--- src/design/eas_pkg.sv ---
// constants and types for the event action sequencer
// Function
// - events and actions sit in indexed arrays; pair n forms state n
// - a true event of the current state fires its paired action
// - after an action the next state's event becomes the tested one
// - one event tested per scan tick; false means nothing happens
// - at start only the first event is tested until it is true
// - table holds zero to twenty programmed pairs
// - after the last pair the sequence wraps to the first pair
// - event codes: 0 false, 1 true, 4 on reference, 30 timer zero done
// - action codes: 1 none, 10 preset zero, 11 preset one, 29 start timer
// - sequencer runs only while run setting equals one
// - timer zero holds a programmable duration, e.g. two seconds
package eas_pkg;
   localparam int unsigned MAX_PAIRS = 20;
   localparam int unsigned IDX_W = 5;
   localparam int unsigned CODE_W = 8;
   // register map, word aligned byte offsets
   localparam logic [7:0] OFF_RUN = 8'h00;
   localparam logic [7:0] OFF_COUNT = 8'h04;
   localparam logic [7:0] OFF_TIMER = 8'h08;
   localparam logic [7:0] OFF_STATUS = 8'h0c;
   localparam logic [7:0] OFF_EVENT_BASE = 8'h40;
   localparam logic [7:0] OFF_ACTION_BASE = 8'h90;
   localparam logic [7:0] OFF_TABLE_SPAN = 8'h50;
   // event codes
   localparam logic [7:0] EV_FALSE = 8'h00;
   localparam logic [7:0] EV_TRUE = 8'h01;
   localparam logic [7:0] EV_ON_REF = 8'h04;
   localparam logic [7:0] EV_TIMEOUT0 = 8'h1e;
   // action codes
   localparam logic [7:0] ACT_NONE = 8'h01;
   localparam logic [7:0] ACT_PRESET0 = 8'h0a;
   localparam logic [7:0] ACT_PRESET1 = 8'h0b;
   localparam logic [7:0] ACT_START_T0 = 8'h1d;
   localparam logic [7:0] RUN_ON = 8'h01;
   // timer zero counts in milliseconds; 2 s example
   localparam int unsigned CLK_HZ = 100000000;
   localparam int unsigned MS_PERIOD_NS = 1000000;
   localparam int unsigned CLK_PERIOD_NS = 10;
   localparam int unsigned MS_CYCLES = MS_PERIOD_NS / CLK_PERIOD_NS;
   localparam logic [31:0] TIMER_RESET_MS = 32'h000007d0;
   localparam int unsigned SCAN_CYCLES_DEF = 100000;
endpackage

--- src/design/eas_tick_div.sv ---
// enable pulse divider
`timescale 1ns/10ps
`default_nettype none
module eas_tick_div #(
   parameter int unsigned DIV = 100
) (
   // clock and reset
   input wire logic clk,
   input wire logic rst_n,
   // pulse out
   output logic tick
);
   typedef struct packed {
      logic [31:0] cnt;
      logic tick;
   } eas_div_t;
   eas_div_t st_reg, st_next;
   // count down and pulse at zero
   always_comb begin
      st_next = st_reg;
      st_next.tick = 1'b0;
      if (st_reg.cnt == 32'h0) begin
         st_next.cnt = 32'(DIV - 1);
         st_next.tick = 1'b1;
      end else begin
         st_next.cnt = st_reg.cnt - 32'h1;
      end
   end
   always_ff @(posedge clk or negedge rst_n) begin
      if (!rst_n) begin
         st_reg <= '0;
      end else begin
         st_reg <= st_next;
      end
   end
   assign tick = st_reg.tick;
endmodule
`default_nettype wire

--- src/design/eas_sync3.sv ---
// three stage input synchroniser
`timescale 1ns/10ps
`default_nettype none
module eas_sync3 (
   // clock and reset
   input wire logic clk,
   input wire logic rst_n,
   // level in and filtered out
   input wire logic din,
   output logic dout
);
   typedef struct packed {
      logic s1;
      logic s2;
      logic s3;
      logic q;
   } eas_sync_t;
   eas_sync_t st_reg, st_next;
   // change accepted once stage two and three agree; stage one feeds only two
   always_comb begin
      st_next = st_reg;
      st_next.s1 = din;
      st_next.s2 = st_reg.s1;
      st_next.s3 = st_reg.s2;
      if (st_reg.s2 == st_reg.s3) begin
         st_next.q = st_reg.s3;
      end
   end
   always_ff @(posedge clk or negedge rst_n) begin
      if (!rst_n) begin
         st_reg <= '0;
      end else begin
         st_reg <= st_next;
      end
   end
   assign dout = st_reg.q;
endmodule
`default_nettype wire

--- src/design/eas_sequencer.sv ---
// event action sequencer with wishbone register file
`timescale 1ns/10ps
`default_nettype none
module eas_sequencer #(
   parameter int unsigned SCAN_CYCLES = eas_pkg::SCAN_CYCLES_DEF,
   parameter int unsigned MS_CYCLES = eas_pkg::MS_CYCLES
) (
   // clock and reset
   input wire logic clk,
   input wire logic rst_n,
   // wishbone slave
   input wire logic wb_cyc_i,
   input wire logic wb_stb_i,
   input wire logic wb_we_i,
   input wire logic [7:0] wb_adr_i,
   input wire logic [3:0] wb_sel_i,
   input wire logic [31:0] wb_dat_i,
   output logic [31:0] wb_dat_o,
   output logic wb_ack_o,
   // drive status
   input wire logic onReference,
   // drive commands
   output logic presetSel,
   output logic presetStrobe,
   output logic timerRunning,
   output logic actionPulse,
   output logic [4:0] stateIndex
);
   ////////////////////////////////////////////////////////////////
   // state
   typedef enum logic [1:0] {
      EAS_IDLE = 2'b00,
      EAS_RUN = 2'b01
   } eas_mode_t;
   typedef struct packed {
      eas_mode_t mode;
      logic [7:0] runSetting;
      logic [4:0] pairCount;
      logic [31:0] timerDuration;
      logic [4:0] idx;
      logic [31:0] msLeft;
      logic [31:0] cycLeft;
      logic timerOn;
      logic timerDone;
      logic presetSel;
      logic presetStrobe;
      logic actionPulse;
      logic ack;
      logic [31:0] rdata;
   } eas_st_t;
   eas_st_t st_reg, st_next;
   logic [7:0] eventCondArray [0:eas_pkg::MAX_PAIRS-1];
   logic [7:0] actionCmdArray [0:eas_pkg::MAX_PAIRS-1];
   logic scanTick;
   logic onRefSync;
   logic busReq;
   logic busWrite;
   logic [7:0] evIdxAddr;
   logic [7:0] acIdxAddr;
   logic evHit;
   logic acHit;
   logic evTrue;
   logic [7:0] curEvent;
   logic [7:0] curAction;
   logic timerExpire;
   ////////////////////////////////////////////////////////////////
   // submodules
   eas_tick_div #(.DIV(SCAN_CYCLES)) uScan (
      .clk(clk),
      .rst_n(rst_n),
      .tick(scanTick)
   );
   eas_sync3 uRefSync (
      .clk(clk),
      .rst_n(rst_n),
      .din(onReference),
      .dout(onRefSync)
   );
   ////////////////////////////////////////////////////////////////
   // bus decode; one wait state, ack in second cycle
   assign busReq = wb_cyc_i && wb_stb_i && !st_reg.ack;
   assign busWrite = busReq && wb_we_i && wb_sel_i[0];
   assign evIdxAddr = 8'((wb_adr_i - eas_pkg::OFF_EVENT_BASE) >> 2);
   assign acIdxAddr = 8'((wb_adr_i - eas_pkg::OFF_ACTION_BASE) >> 2);
   assign evHit = (wb_adr_i >= eas_pkg::OFF_EVENT_BASE)
      && (wb_adr_i < eas_pkg::OFF_EVENT_BASE + eas_pkg::OFF_TABLE_SPAN)
      && (wb_adr_i[1:0] == 2'b00);
   assign acHit = (wb_adr_i >= eas_pkg::OFF_ACTION_BASE)
      && (wb_adr_i < eas_pkg::OFF_ACTION_BASE + eas_pkg::OFF_TABLE_SPAN)
      && (wb_adr_i[1:0] == 2'b00);
   // table writes, byte lane zero only
   always_ff @(posedge clk or negedge rst_n) begin
      if (!rst_n) begin
         for (int i = 0; i < eas_pkg::MAX_PAIRS; i++) begin
            eventCondArray[i] <= eas_pkg::EV_FALSE;
            actionCmdArray[i] <= eas_pkg::ACT_NONE;
         end
      end else if (busWrite) begin
         if (evHit) begin
            eventCondArray[evIdxAddr[4:0]] <= wb_dat_i[7:0];
         end
         if (acHit) begin
            actionCmdArray[acIdxAddr[4:0]] <= wb_dat_i[7:0];
         end
      end
   end
   ////////////////////////////////////////////////////////////////
   // event decode
   assign curEvent = eventCondArray[st_reg.idx];
   assign curAction = actionCmdArray[st_reg.idx];
   // expiry in this cycle; a restart landing on it still leaves done set
   assign timerExpire = st_reg.timerOn && (st_reg.cycLeft == 32'h0)
      && (st_reg.msLeft <= 32'h1);
   always_comb begin
      case (curEvent)
         eas_pkg::EV_FALSE: evTrue = 1'b0;
         eas_pkg::EV_TRUE: evTrue = 1'b1;
         eas_pkg::EV_ON_REF: evTrue = onRefSync;
         eas_pkg::EV_TIMEOUT0: evTrue = st_reg.timerDone;
         default: evTrue = 1'b0;
      endcase
   end
   ////////////////////////////////////////////////////////////////
   // next state
   always_comb begin
      st_next = st_reg;
      st_next.presetStrobe = 1'b0;
      st_next.actionPulse = 1'b0;
      st_next.ack = busReq;
      // register reads
      st_next.rdata = 32'h0;
      if (busReq && !wb_we_i) begin
         if (wb_adr_i == eas_pkg::OFF_RUN) begin
            st_next.rdata = {24'h0, st_reg.runSetting};
         end else if (wb_adr_i == eas_pkg::OFF_COUNT) begin
            st_next.rdata = {27'h0, st_reg.pairCount};
         end else if (wb_adr_i == eas_pkg::OFF_TIMER) begin
            st_next.rdata = st_reg.timerDuration;
         end else if (wb_adr_i == eas_pkg::OFF_STATUS) begin
            st_next.rdata = {22'h0, st_reg.timerDone, st_reg.timerOn,
               st_reg.presetSel, st_reg.mode == EAS_RUN, 1'b0, st_reg.idx};
         end else if (evHit) begin
            st_next.rdata = {24'h0, eventCondArray[evIdxAddr[4:0]]};
         end else if (acHit) begin
            st_next.rdata = {24'h0, actionCmdArray[acIdxAddr[4:0]]};
         end
      end
      // control writes; count clipped to twenty
      if (busWrite) begin
         if (wb_adr_i == eas_pkg::OFF_RUN) begin
            st_next.runSetting = wb_dat_i[7:0];
         end else if (wb_adr_i == eas_pkg::OFF_COUNT) begin
            if (wb_dat_i[7:0] > 8'(eas_pkg::MAX_PAIRS)) begin
               st_next.pairCount = 5'(eas_pkg::MAX_PAIRS);
            end else begin
               st_next.pairCount = wb_dat_i[4:0];
            end
         end
      end
      if (busReq && wb_we_i && wb_adr_i == eas_pkg::OFF_TIMER && wb_sel_i == 4'hf) begin
         st_next.timerDuration = wb_dat_i;
      end
      if (st_reg.timerOn) begin
         if (st_reg.cycLeft == 32'h0) begin
            st_next.cycLeft = 32'(MS_CYCLES - 1);
            if (st_reg.msLeft <= 32'h1) begin
               st_next.timerOn = 1'b0;
               st_next.timerDone = 1'b1;
            end else begin
               st_next.msLeft = st_reg.msLeft - 32'h1;
            end
         end else begin
            st_next.cycLeft = st_reg.cycLeft - 32'h1;
         end
      end
      case (st_reg.mode)
         EAS_IDLE: begin
            st_next.idx = 5'h0;
            if (st_reg.runSetting == eas_pkg::RUN_ON && st_reg.pairCount != 5'h0) begin
               st_next.mode = EAS_RUN;
            end
         end
         EAS_RUN: begin
            if (st_reg.runSetting != eas_pkg::RUN_ON || st_reg.pairCount == 5'h0) begin
               st_next.mode = EAS_IDLE;
               st_next.idx = 5'h0;
            // single test on the scan tick
            end else if (scanTick && evTrue) begin
               st_next.actionPulse = 1'b1;
               case (curAction)
                  eas_pkg::ACT_PRESET0: begin
                     st_next.presetSel = 1'b0;
                     st_next.presetStrobe = 1'b1;
                  end
                  eas_pkg::ACT_PRESET1: begin
                     st_next.presetSel = 1'b1;
                     st_next.presetStrobe = 1'b1;
                  end
                  eas_pkg::ACT_START_T0: begin
                     st_next.timerOn = st_reg.timerDuration != 32'h0;
                     st_next.timerDone = (st_reg.timerDuration == 32'h0) || timerExpire;
                     st_next.msLeft = st_reg.timerDuration;
                     st_next.cycLeft = 32'(MS_CYCLES - 1);
                  end
                  default: begin
                  end
               endcase
               if (st_reg.idx >= st_reg.pairCount - 5'h1) begin
                  st_next.idx = 5'h0;
               end else begin
                  st_next.idx = st_reg.idx + 5'h1;
               end
            end
         end
         default: begin
            st_next.mode = EAS_IDLE;
         end
      endcase
   end
   always_ff @(posedge clk or negedge rst_n) begin
      if (!rst_n) begin
         st_reg <= '0;
         st_reg.timerDuration <= eas_pkg::TIMER_RESET_MS;
      end else begin
         st_reg <= st_next;
      end
   end
   ////////////////////////////////////////////////////////////////
   // outputs straight from flops
   assign wb_ack_o = st_reg.ack;
   assign wb_dat_o = st_reg.rdata;
   assign presetSel = st_reg.presetSel;
   assign presetStrobe = st_reg.presetStrobe;
   assign timerRunning = st_reg.timerOn;
   assign actionPulse = st_reg.actionPulse;
   assign stateIndex = st_reg.idx;
   ////////////////////////////////////////////////////////////////
   // checks
   property p_act_on_tick;
      @(posedge clk) disable iff (!rst_n)
      actionPulse |-> $past(scanTick);
   endproperty
   a_act_on_tick: assert property (p_act_on_tick) else $error("action off scan tick");
   property p_no_act_false;
      @(posedge clk) disable iff (!rst_n)
      (scanTick && !evTrue) |=> !actionPulse;
   endproperty
   a_no_act_false: assert property (p_no_act_false) else $error("action on false event");
   property p_advance;
      @(posedge clk) disable iff (!rst_n)
      actionPulse && st_reg.mode == EAS_RUN && st_reg.pairCount > 5'h1 |->
         stateIndex != $past(stateIndex);
   endproperty
   a_advance: assert property (p_advance) else $error("index did not move");
   property p_hold;
      @(posedge clk) disable iff (!rst_n)
      !actionPulse && st_reg.mode == EAS_RUN && $past(st_reg.mode) == EAS_RUN |->
         $stable(stateIndex);
   endproperty
   a_hold: assert property (p_hold) else $error("index moved without action");
   property p_wrap;
      @(posedge clk) disable iff (!rst_n)
      (scanTick && evTrue && st_reg.mode == EAS_RUN && st_reg.runSetting == eas_pkg::RUN_ON
         && st_reg.idx == st_reg.pairCount - 5'h1) |=> stateIndex == 5'h0;
   endproperty
   a_wrap: assert property (p_wrap) else $error("no wrap after last pair");
   property p_idle_first;
      @(posedge clk) disable iff (!rst_n)
      st_reg.mode == EAS_IDLE |=> stateIndex == 5'h0;
   endproperty
   a_idle_first: assert property (p_idle_first) else $error("idle index not zero");
   property p_run_gate;
      @(posedge clk) disable iff (!rst_n)
      st_reg.runSetting != eas_pkg::RUN_ON |=> !actionPulse;
   endproperty
   a_run_gate: assert property (p_run_gate) else $error("action while off");
   property p_count_max;
      @(posedge clk) disable iff (!rst_n)
      st_reg.pairCount <= 5'(eas_pkg::MAX_PAIRS);
   endproperty
   a_count_max: assert property (p_count_max) else $error("pair count above limit");
   property p_preset1;
      @(posedge clk) disable iff (!rst_n)
      (scanTick && evTrue && st_reg.mode == EAS_RUN && st_reg.runSetting == eas_pkg::RUN_ON
         && st_reg.pairCount != 5'h0 && curAction == eas_pkg::ACT_PRESET1)
         |=> presetSel && presetStrobe;
   endproperty
   a_preset1: assert property (p_preset1) else $error("preset one not selected");
   property p_timer_done;
      @(posedge clk) disable iff (!rst_n)
      $fell(st_reg.timerOn) && !actionPulse |-> st_reg.timerDone;
   endproperty
   a_timer_done: assert property (p_timer_done) else $error("timer stop without done");
   c_action: cover property (@(posedge clk) disable iff (!rst_n) actionPulse);
   c_wrap: cover property (@(posedge clk) disable iff (!rst_n)
      actionPulse ##1 stateIndex == 5'h0);
   c_timer: cover property (@(posedge clk) disable iff (!rst_n) $rose(st_reg.timerDone));
endmodule
`default_nettype wire

--- config.mk ---
export PLATFORM = sky130hd
export DESIGN_NAME = eas_sequencer
export DESIGN_NICKNAME = d
export VERILOG_FILES = /design/src/design/eas_pkg.sv /design/src/design/eas_tick_div.sv /design/src/design/eas_sync3.sv /design/src/design/eas_sequencer.sv
export SDC_FILE = /design/constraint.sdc
export NUM_CORES = 1
export LEC_CHECK = 0
export ABC_AREA = 1
export BUFFER_PORTS_ARGS = -buffer_cell sky130_fd_sc_hd__buf_2
export CAP_MARGIN = 20
export CORE_MARGIN = 2
export CORE_UTILIZATION = 29
export CTS_BUF_LIST = sky130_fd_sc_hd__clkbuf_4 sky130_fd_sc_hd__clkbuf_8
export CTS_CLUSTER_DIAMETER = 40
export DETAILED_ROUTE_END_ITERATION = 7
export GPL_ROUTABILITY_DRIVEN = 0
export GPL_TIMING_DRIVEN = 0
export PLACE_DENSITY = 0.46
export SLEW_MARGIN = 15
export SYNTH_ARGS = -nofsm -noshare
export SYNTH_HDL_FRONTEND = slang
export SYNTH_SLANG_ARGS = --single-unit
--- constraint.sdc ---
create_clock -name clk -period 3.6 [get_ports clk]
set_input_delay 0.72 -clock clk [delete_from_list [all_inputs] [get_ports clk]]
set_output_delay 0.72 -clock clk [all_outputs]
set_load 0.005 [all_outputs]
## Word-level counts from Yosys, hierarchy flattened

Cells that the tools add are included.

- Reduce and logical (&&, ||, !) cells: 39
- Bitwise gates (word level): 5
- Mux-type cells: 46
- Equality and inequality tests: 17
- Order comparisons: 12
- Add/subtract/negate cells: 7

Operator list:

| kind | number |
|---|---|
| $bwmux W160 | 2 |
| $mux W32 | 8 |
| $bmux W8 S5 | 4 |
| $mux W69 | 2 |
| $mux W66 | 2 |
| $logic_not A32 Y1 | 3 |
| $mux W8 | 12 |
| $sub A32 B1 Y32 const B | 3 |
| $demux W8 S5 | 2 |
| $mux W74 | 1 |
| $eq A8 B4 Y1 const B | 4 |
| $le A32 B1 Y1 const B | 1 |
| $reduce_bool A32 Y1 | 1 |
| $ge A6 B6 Y1 const B | 3 |
| $not A5 Y6 | 3 |
| $logic_and A1 B1 Y1 | 17 |
| $eq A8 B1 Y1 const B | 2 |
| $eq A8 B3 Y1 const B | 2 |
| $eq A8 B5 Y1 const B | 2 |
| $lt A8 B8 Y1 const B | 2 |
| $mux W5 | 3 |
| $lt A6 B1 Y1 const B | 2 |
| $mux W10 | 1 |
| $pmux W5 S2 | 1 |
| 30 further kinds | 43 |

- Flip-flop bits (word level): 511
- Output and inout port bits: 42
- Input bits: 50
- Word-level logic and storage cells: 186

## Longest topological paths before layout

- Depth in word-level cells: 12
- Mapped depth: 21
- Depth with buffers taken out: 19

## Modules after synthesis

Synthesis repeated with hierarchy kept, for this count alone.

- Cell total of the unflattened synthesis: 3580
- Area, all modules: 27299.9 µm²

Modules (own cells, without submodules):

| module | cells each | times used | seq. area each (µm²) | area an instance (µm²) |
|---|---|---|---|---|
| eas_sequencer | 3291 | 1 | 11868.9 | 25130.4 |
| eas_tick_div | 281 | 1 | 825.8 | 2053.2 |
| eas_sync3 | 8 | 1 | 100.1 | 116.4 |

## Least setup slack after synthesis

Ideal clock, no wire load.

- Kind: input to register
- Start: in wb_adr_i[4]
- End: reg st_reg (netlist bit wb_dat_o[2])
- Library setup time: 113 ps
- Arrival: 2909 ps
- Setup slack: 579 ps
- Stages: 16
- Data required time: 3487 ps
- Path buffers: 2
- Cell sequence: clkbuf_1 clkinv_1 ha_1 xnor2_1 inv_1 nor3_1 clkbuf_1 o21ai_0 nand4_1 nor2_1 nor2_1 nand2_1 nand2_1 nand3_1 nand2_1 inv_1

RTL lines:

| element | line | RTL |
|---|---|---|
| from (decl) | eas_sequencer.sv:15 | `input wire logic [7:0] wb_adr_i,` |
| to (signal assigned) | eas_sequencer.sv:225 | `st_reg <= st_next;` |
| to (decl) | eas_sequencer.sv:51 | `eas_st_t st_reg, st_next;` |

==> results.sh <==
export IMPL_status="finished with violations"
export IMPL_violations="setup timing"
export IMPL_setup_viol=4
export IMPL_yosysUniqueCellTypes=48
export IMPL_path_class="in -> reg"
export IMPL_syn_avg_cell_area_um2=7.60
export IMPL_holdPathStages=1
export IMPL_finalPower_uw=13300
export IMPL_cp_cell_sequence="buf_2, nor2_1, inv_2, clkbuf_1, clkbuf_1, o22ai_1, o21ai_0, nand4_1, o211ai_1, o21ai_0, a21oi_1"
export IMPL_yosys_area_top_type="dfrtp_1"
export IMPL_drive_gt1_frac=0.121
export IMPL_start_util=0.294
export IMPL_grt_pass1_wl_um=176000
export IMPL_seqPwrFrac=0.438
export IMPL_swShare=0.255
export IMPL_die_area_um2=95600
export IMPL_post_route_min_period_ns=3.78
export IMPL_root_buffer="clkbuf_8"
export IMPL_ant_nets=0
export IMPL_syn_cell_area_um2=27000
export IMPL_switchingPower_uw=3390
export IMPL_synthesis_instances=3555
export IMPL_cts_max_level=3
export IMPL_synth_mux_area_fraction=0.0104
export IMPL_pin_count=92
export IMPL_setup_tns_ns=-0.270
export IMPL_rsz0062_at_grt="no"
export IMPL_path_clk_slew_ns=0.06
export IMPL_design_core_area_um2=91900
export IMPL_first_global_vias=25600
export IMPL_final_nets=3826
export IMPL_grt_usage=0.253
export IMPL_async_flop_share=1.00
export IMPL_ys_ff_latch=510
export IMPL_cts_sinks=510
export IMPL_row_count=111
export IMPL_timing_fmax_mhz=265
export IMPL_tightest_slew_ns=1.28
export IMPL_path_max_fanout=10
export IMPL_internal_power_uw=9890
export IMPL_synth_compound_area_frac=0.154
export IMPL_pwr_share_clk=0.505
export IMPL_synth_area_leaders="dfrtp_1 45%, nand2_1 13%, o21ai_0 9.6%"
export IMPL_synthAdderAreaFrac=0.00778
export IMPL_syn_nets=3621
export IMPL_synth_ff_type="dfrtp_1"
export IMPL_power_density_nw_per_um2=419
export IMPL_cpPeakStageDelay_ns=0.88
export IMPL_maxCapViolCount=0
export IMPL_fin_crit_sh=1.05
export IMPL_grt_max_degree=102
export IMPL_cts_made_buffers=100
export IMPL_crit_path_end_kind="flop"
export IMPL_layout_common_cells="940 x nand2_1, 520 x o21ai_0, 484 x dfrtp_1"
export IMPL_peakVddDrop_mv=0.235
export IMPL_synth_top_family_by_area="simple AND/OR/NAND/NOR gates"
export IMPL_globalRouteOverflowTotal=0
export IMPL_seq_area_frac_synth=0.473
export IMPL_finClkSkew_ns=0.0540
export IMPL_ctsLongestPathBuffers=3
export IMPL_slowest_stage="clkbuf_1"
export IMPL_drc=0
export IMPL_post_dp_hpwl_um=86100
export IMPL_layout_setup_ws_ns=-0.175
export IMPL_io_buffers=91
export IMPL_die_h_um=309
export IMPL_die_width_um=309
export IMPL_wl_per_cell_um=23.9
export IMPL_cts_tree="done"
export IMPL_drt_iter0_drc=3515
export IMPL_slew_headroom=0.147
export IMPL_vias_per_cell=5.25
export IMPL_clk_latency_ns=0.79
export IMPL_antenna_found_initial=9
export IMPL_finalHoldViolCount=0
export IMPL_combPwrFrac=0.057
export IMPL_start_kind="input port"
export IMPL_final_common_cell="nand2_1"
export IMPL_synthSimpleGateAreaFrac=0.249
export IMPL_synthXorXnorAreaFrac=0.0250
export IMPL_min_path_type="in -> reg"
export IMPL_crit_arrival_ns=4.47
export IMPL_report_final_slew_viol_count=0
export IMPL_synth_top_cell_area_share=0.448
export IMPL_cp_required_ns=4.29
export IMPL_synth_warnings=0
export IMPL_routed_wl_um=122000
export IMPL_leakage_uw=0.0149
export IMPL_drtPass1Iterations=8
export IMPL_synth_edf_count=0
export IMPL_area_delta_synth_final_pct=17.2
export IMPL_vias=26800
export IMPL_ff2ff_path_depth=15
-- metrics by stage --
step | std cells | hold WS, ns | setup slack [ns] | cell area, um^2 | util
3_5_place_dp | 4896 | 0.347 | -1.87 | 29200 | 0.318
2_1_floorplan | 3555 | 0.331 | 0.579 | 27000 | -
5_1_grt | 5085 | 0.0450 | 0.00382 | 31600 | 0.344
6_report | 5091 | 0.0647 | -0.175 | 31700 | 0.344
4_1_cts | 5078 | 0.0281 | 0.00804 | 31500 | 0.343
3_3_place_gp | 4889 | 0.337 | -9.56 | 29000 | 0.316
-- cell families after synthesis --
group           Yosys count
mux                      25
fa+ha+maj                17
compound gates          767
buf+inv                 510
xor+xnor                 77
flops                   510
simple gates           1649
-- cell usage after synthesis (2+ instances only) --
library cell  instances
o22ai_1             124
or2_1                 2
nand4_1              49
xor2_1               46
mux2_2               24
or2_2                 5
buf_1                 8
dfstp_2              26
buf_4                50
o21a_1                6
and3_1                2
clkinv_1              2
buf_2                39
o2111ai_1             8
dfrtp_1             484
clkbuf_1            137
xnor2_1              31
nor2_1              399
nor4_1               18
inv_2                 3
ha_1                 16
a221oi_1              4
nor2_2                2
nor3_1               51
nand3_1             167
nand2_1             940
nand3b_1              9
inv_1               266
o21ai_0             521
o2bb2ai_1             3
a22oi_1              10
o211ai_1             19
a21oi_1              52
buf_6                 5
o21ai_1              14
-- worst max-delay path, delay by kind of cell --
| family | cells | cell delay (ns) |
|---|---|---|
| AO/OA/AOI/OAI | 5 | 1.21 |
| buffers and inverters | 4 | 1.86 |
| AND/OR/NAND/NOR | 2 | 0.67 |
-- final timing paths --
kind	from	end	slack (ns)
max in group asynchronous	rst_n	actionCmdArray[104]	1.56
worst max-delay path	wb_adr_i[2]	wb_dat_o[4]	-0.18
worst max register to register	stateIndex[2]	st_reg[86]	0.07
min in group asynchronous	rst_n	st_reg[50]	0.54
worst min register to register	uRefSync.st_next[2]	uRefSync.st_next[1]	0.34
worst min-delay path	onReference	uRefSync.st_next[2]	0.06
-- power by group through the flow --
stage	registers (uW)	clock network, uW	logic (uW)
5_1_grt	5810	7130	800
3_5_place_dp	5910	0	727
2_1_floorplan	5900	0	280
6_report	5810	6710	761
4_1_cts	5810	6860	732
3_3_place_gp	5910	0	708
-- routing by layer --
metal | up-vias | track usage | routed length, um
li1 | 12100 | - | -
met1 | 12700 | 0.343 | 51700
met2 | 1482 | 0.359 | 50100
met3 | 419 | 0.0714 | 12500
met4 | 6 | 0.144 | 7490
met5 | - | 0 | 34
-- repair_timing --
item | 4_1_cts | 5_1_grt
gates resized for setup | 10 | 46
endpoints found under the hold margin | 63 | 0
setup buffers | 0 | 2
hold buffers | 1 | 0
setup endpoints to repair | 233 | 96
pin swaps | 0 | 1
gates cloned | 0 | 0
-- area by class of cell --
class	count	area, um^2
Inverter	271	1020
Clock buffer	143	1790
Timing Repair Buffer	104	698
Antenna cell	8	20.0
Tap cell	1243	1560
Buffer	238	1210
Clock inverter	39	507
Fill cell	9894	60300
Sequential cell	510	12800
Multi-Input combinational cell	2535	12100
Power figures use the tool's default switching activity.
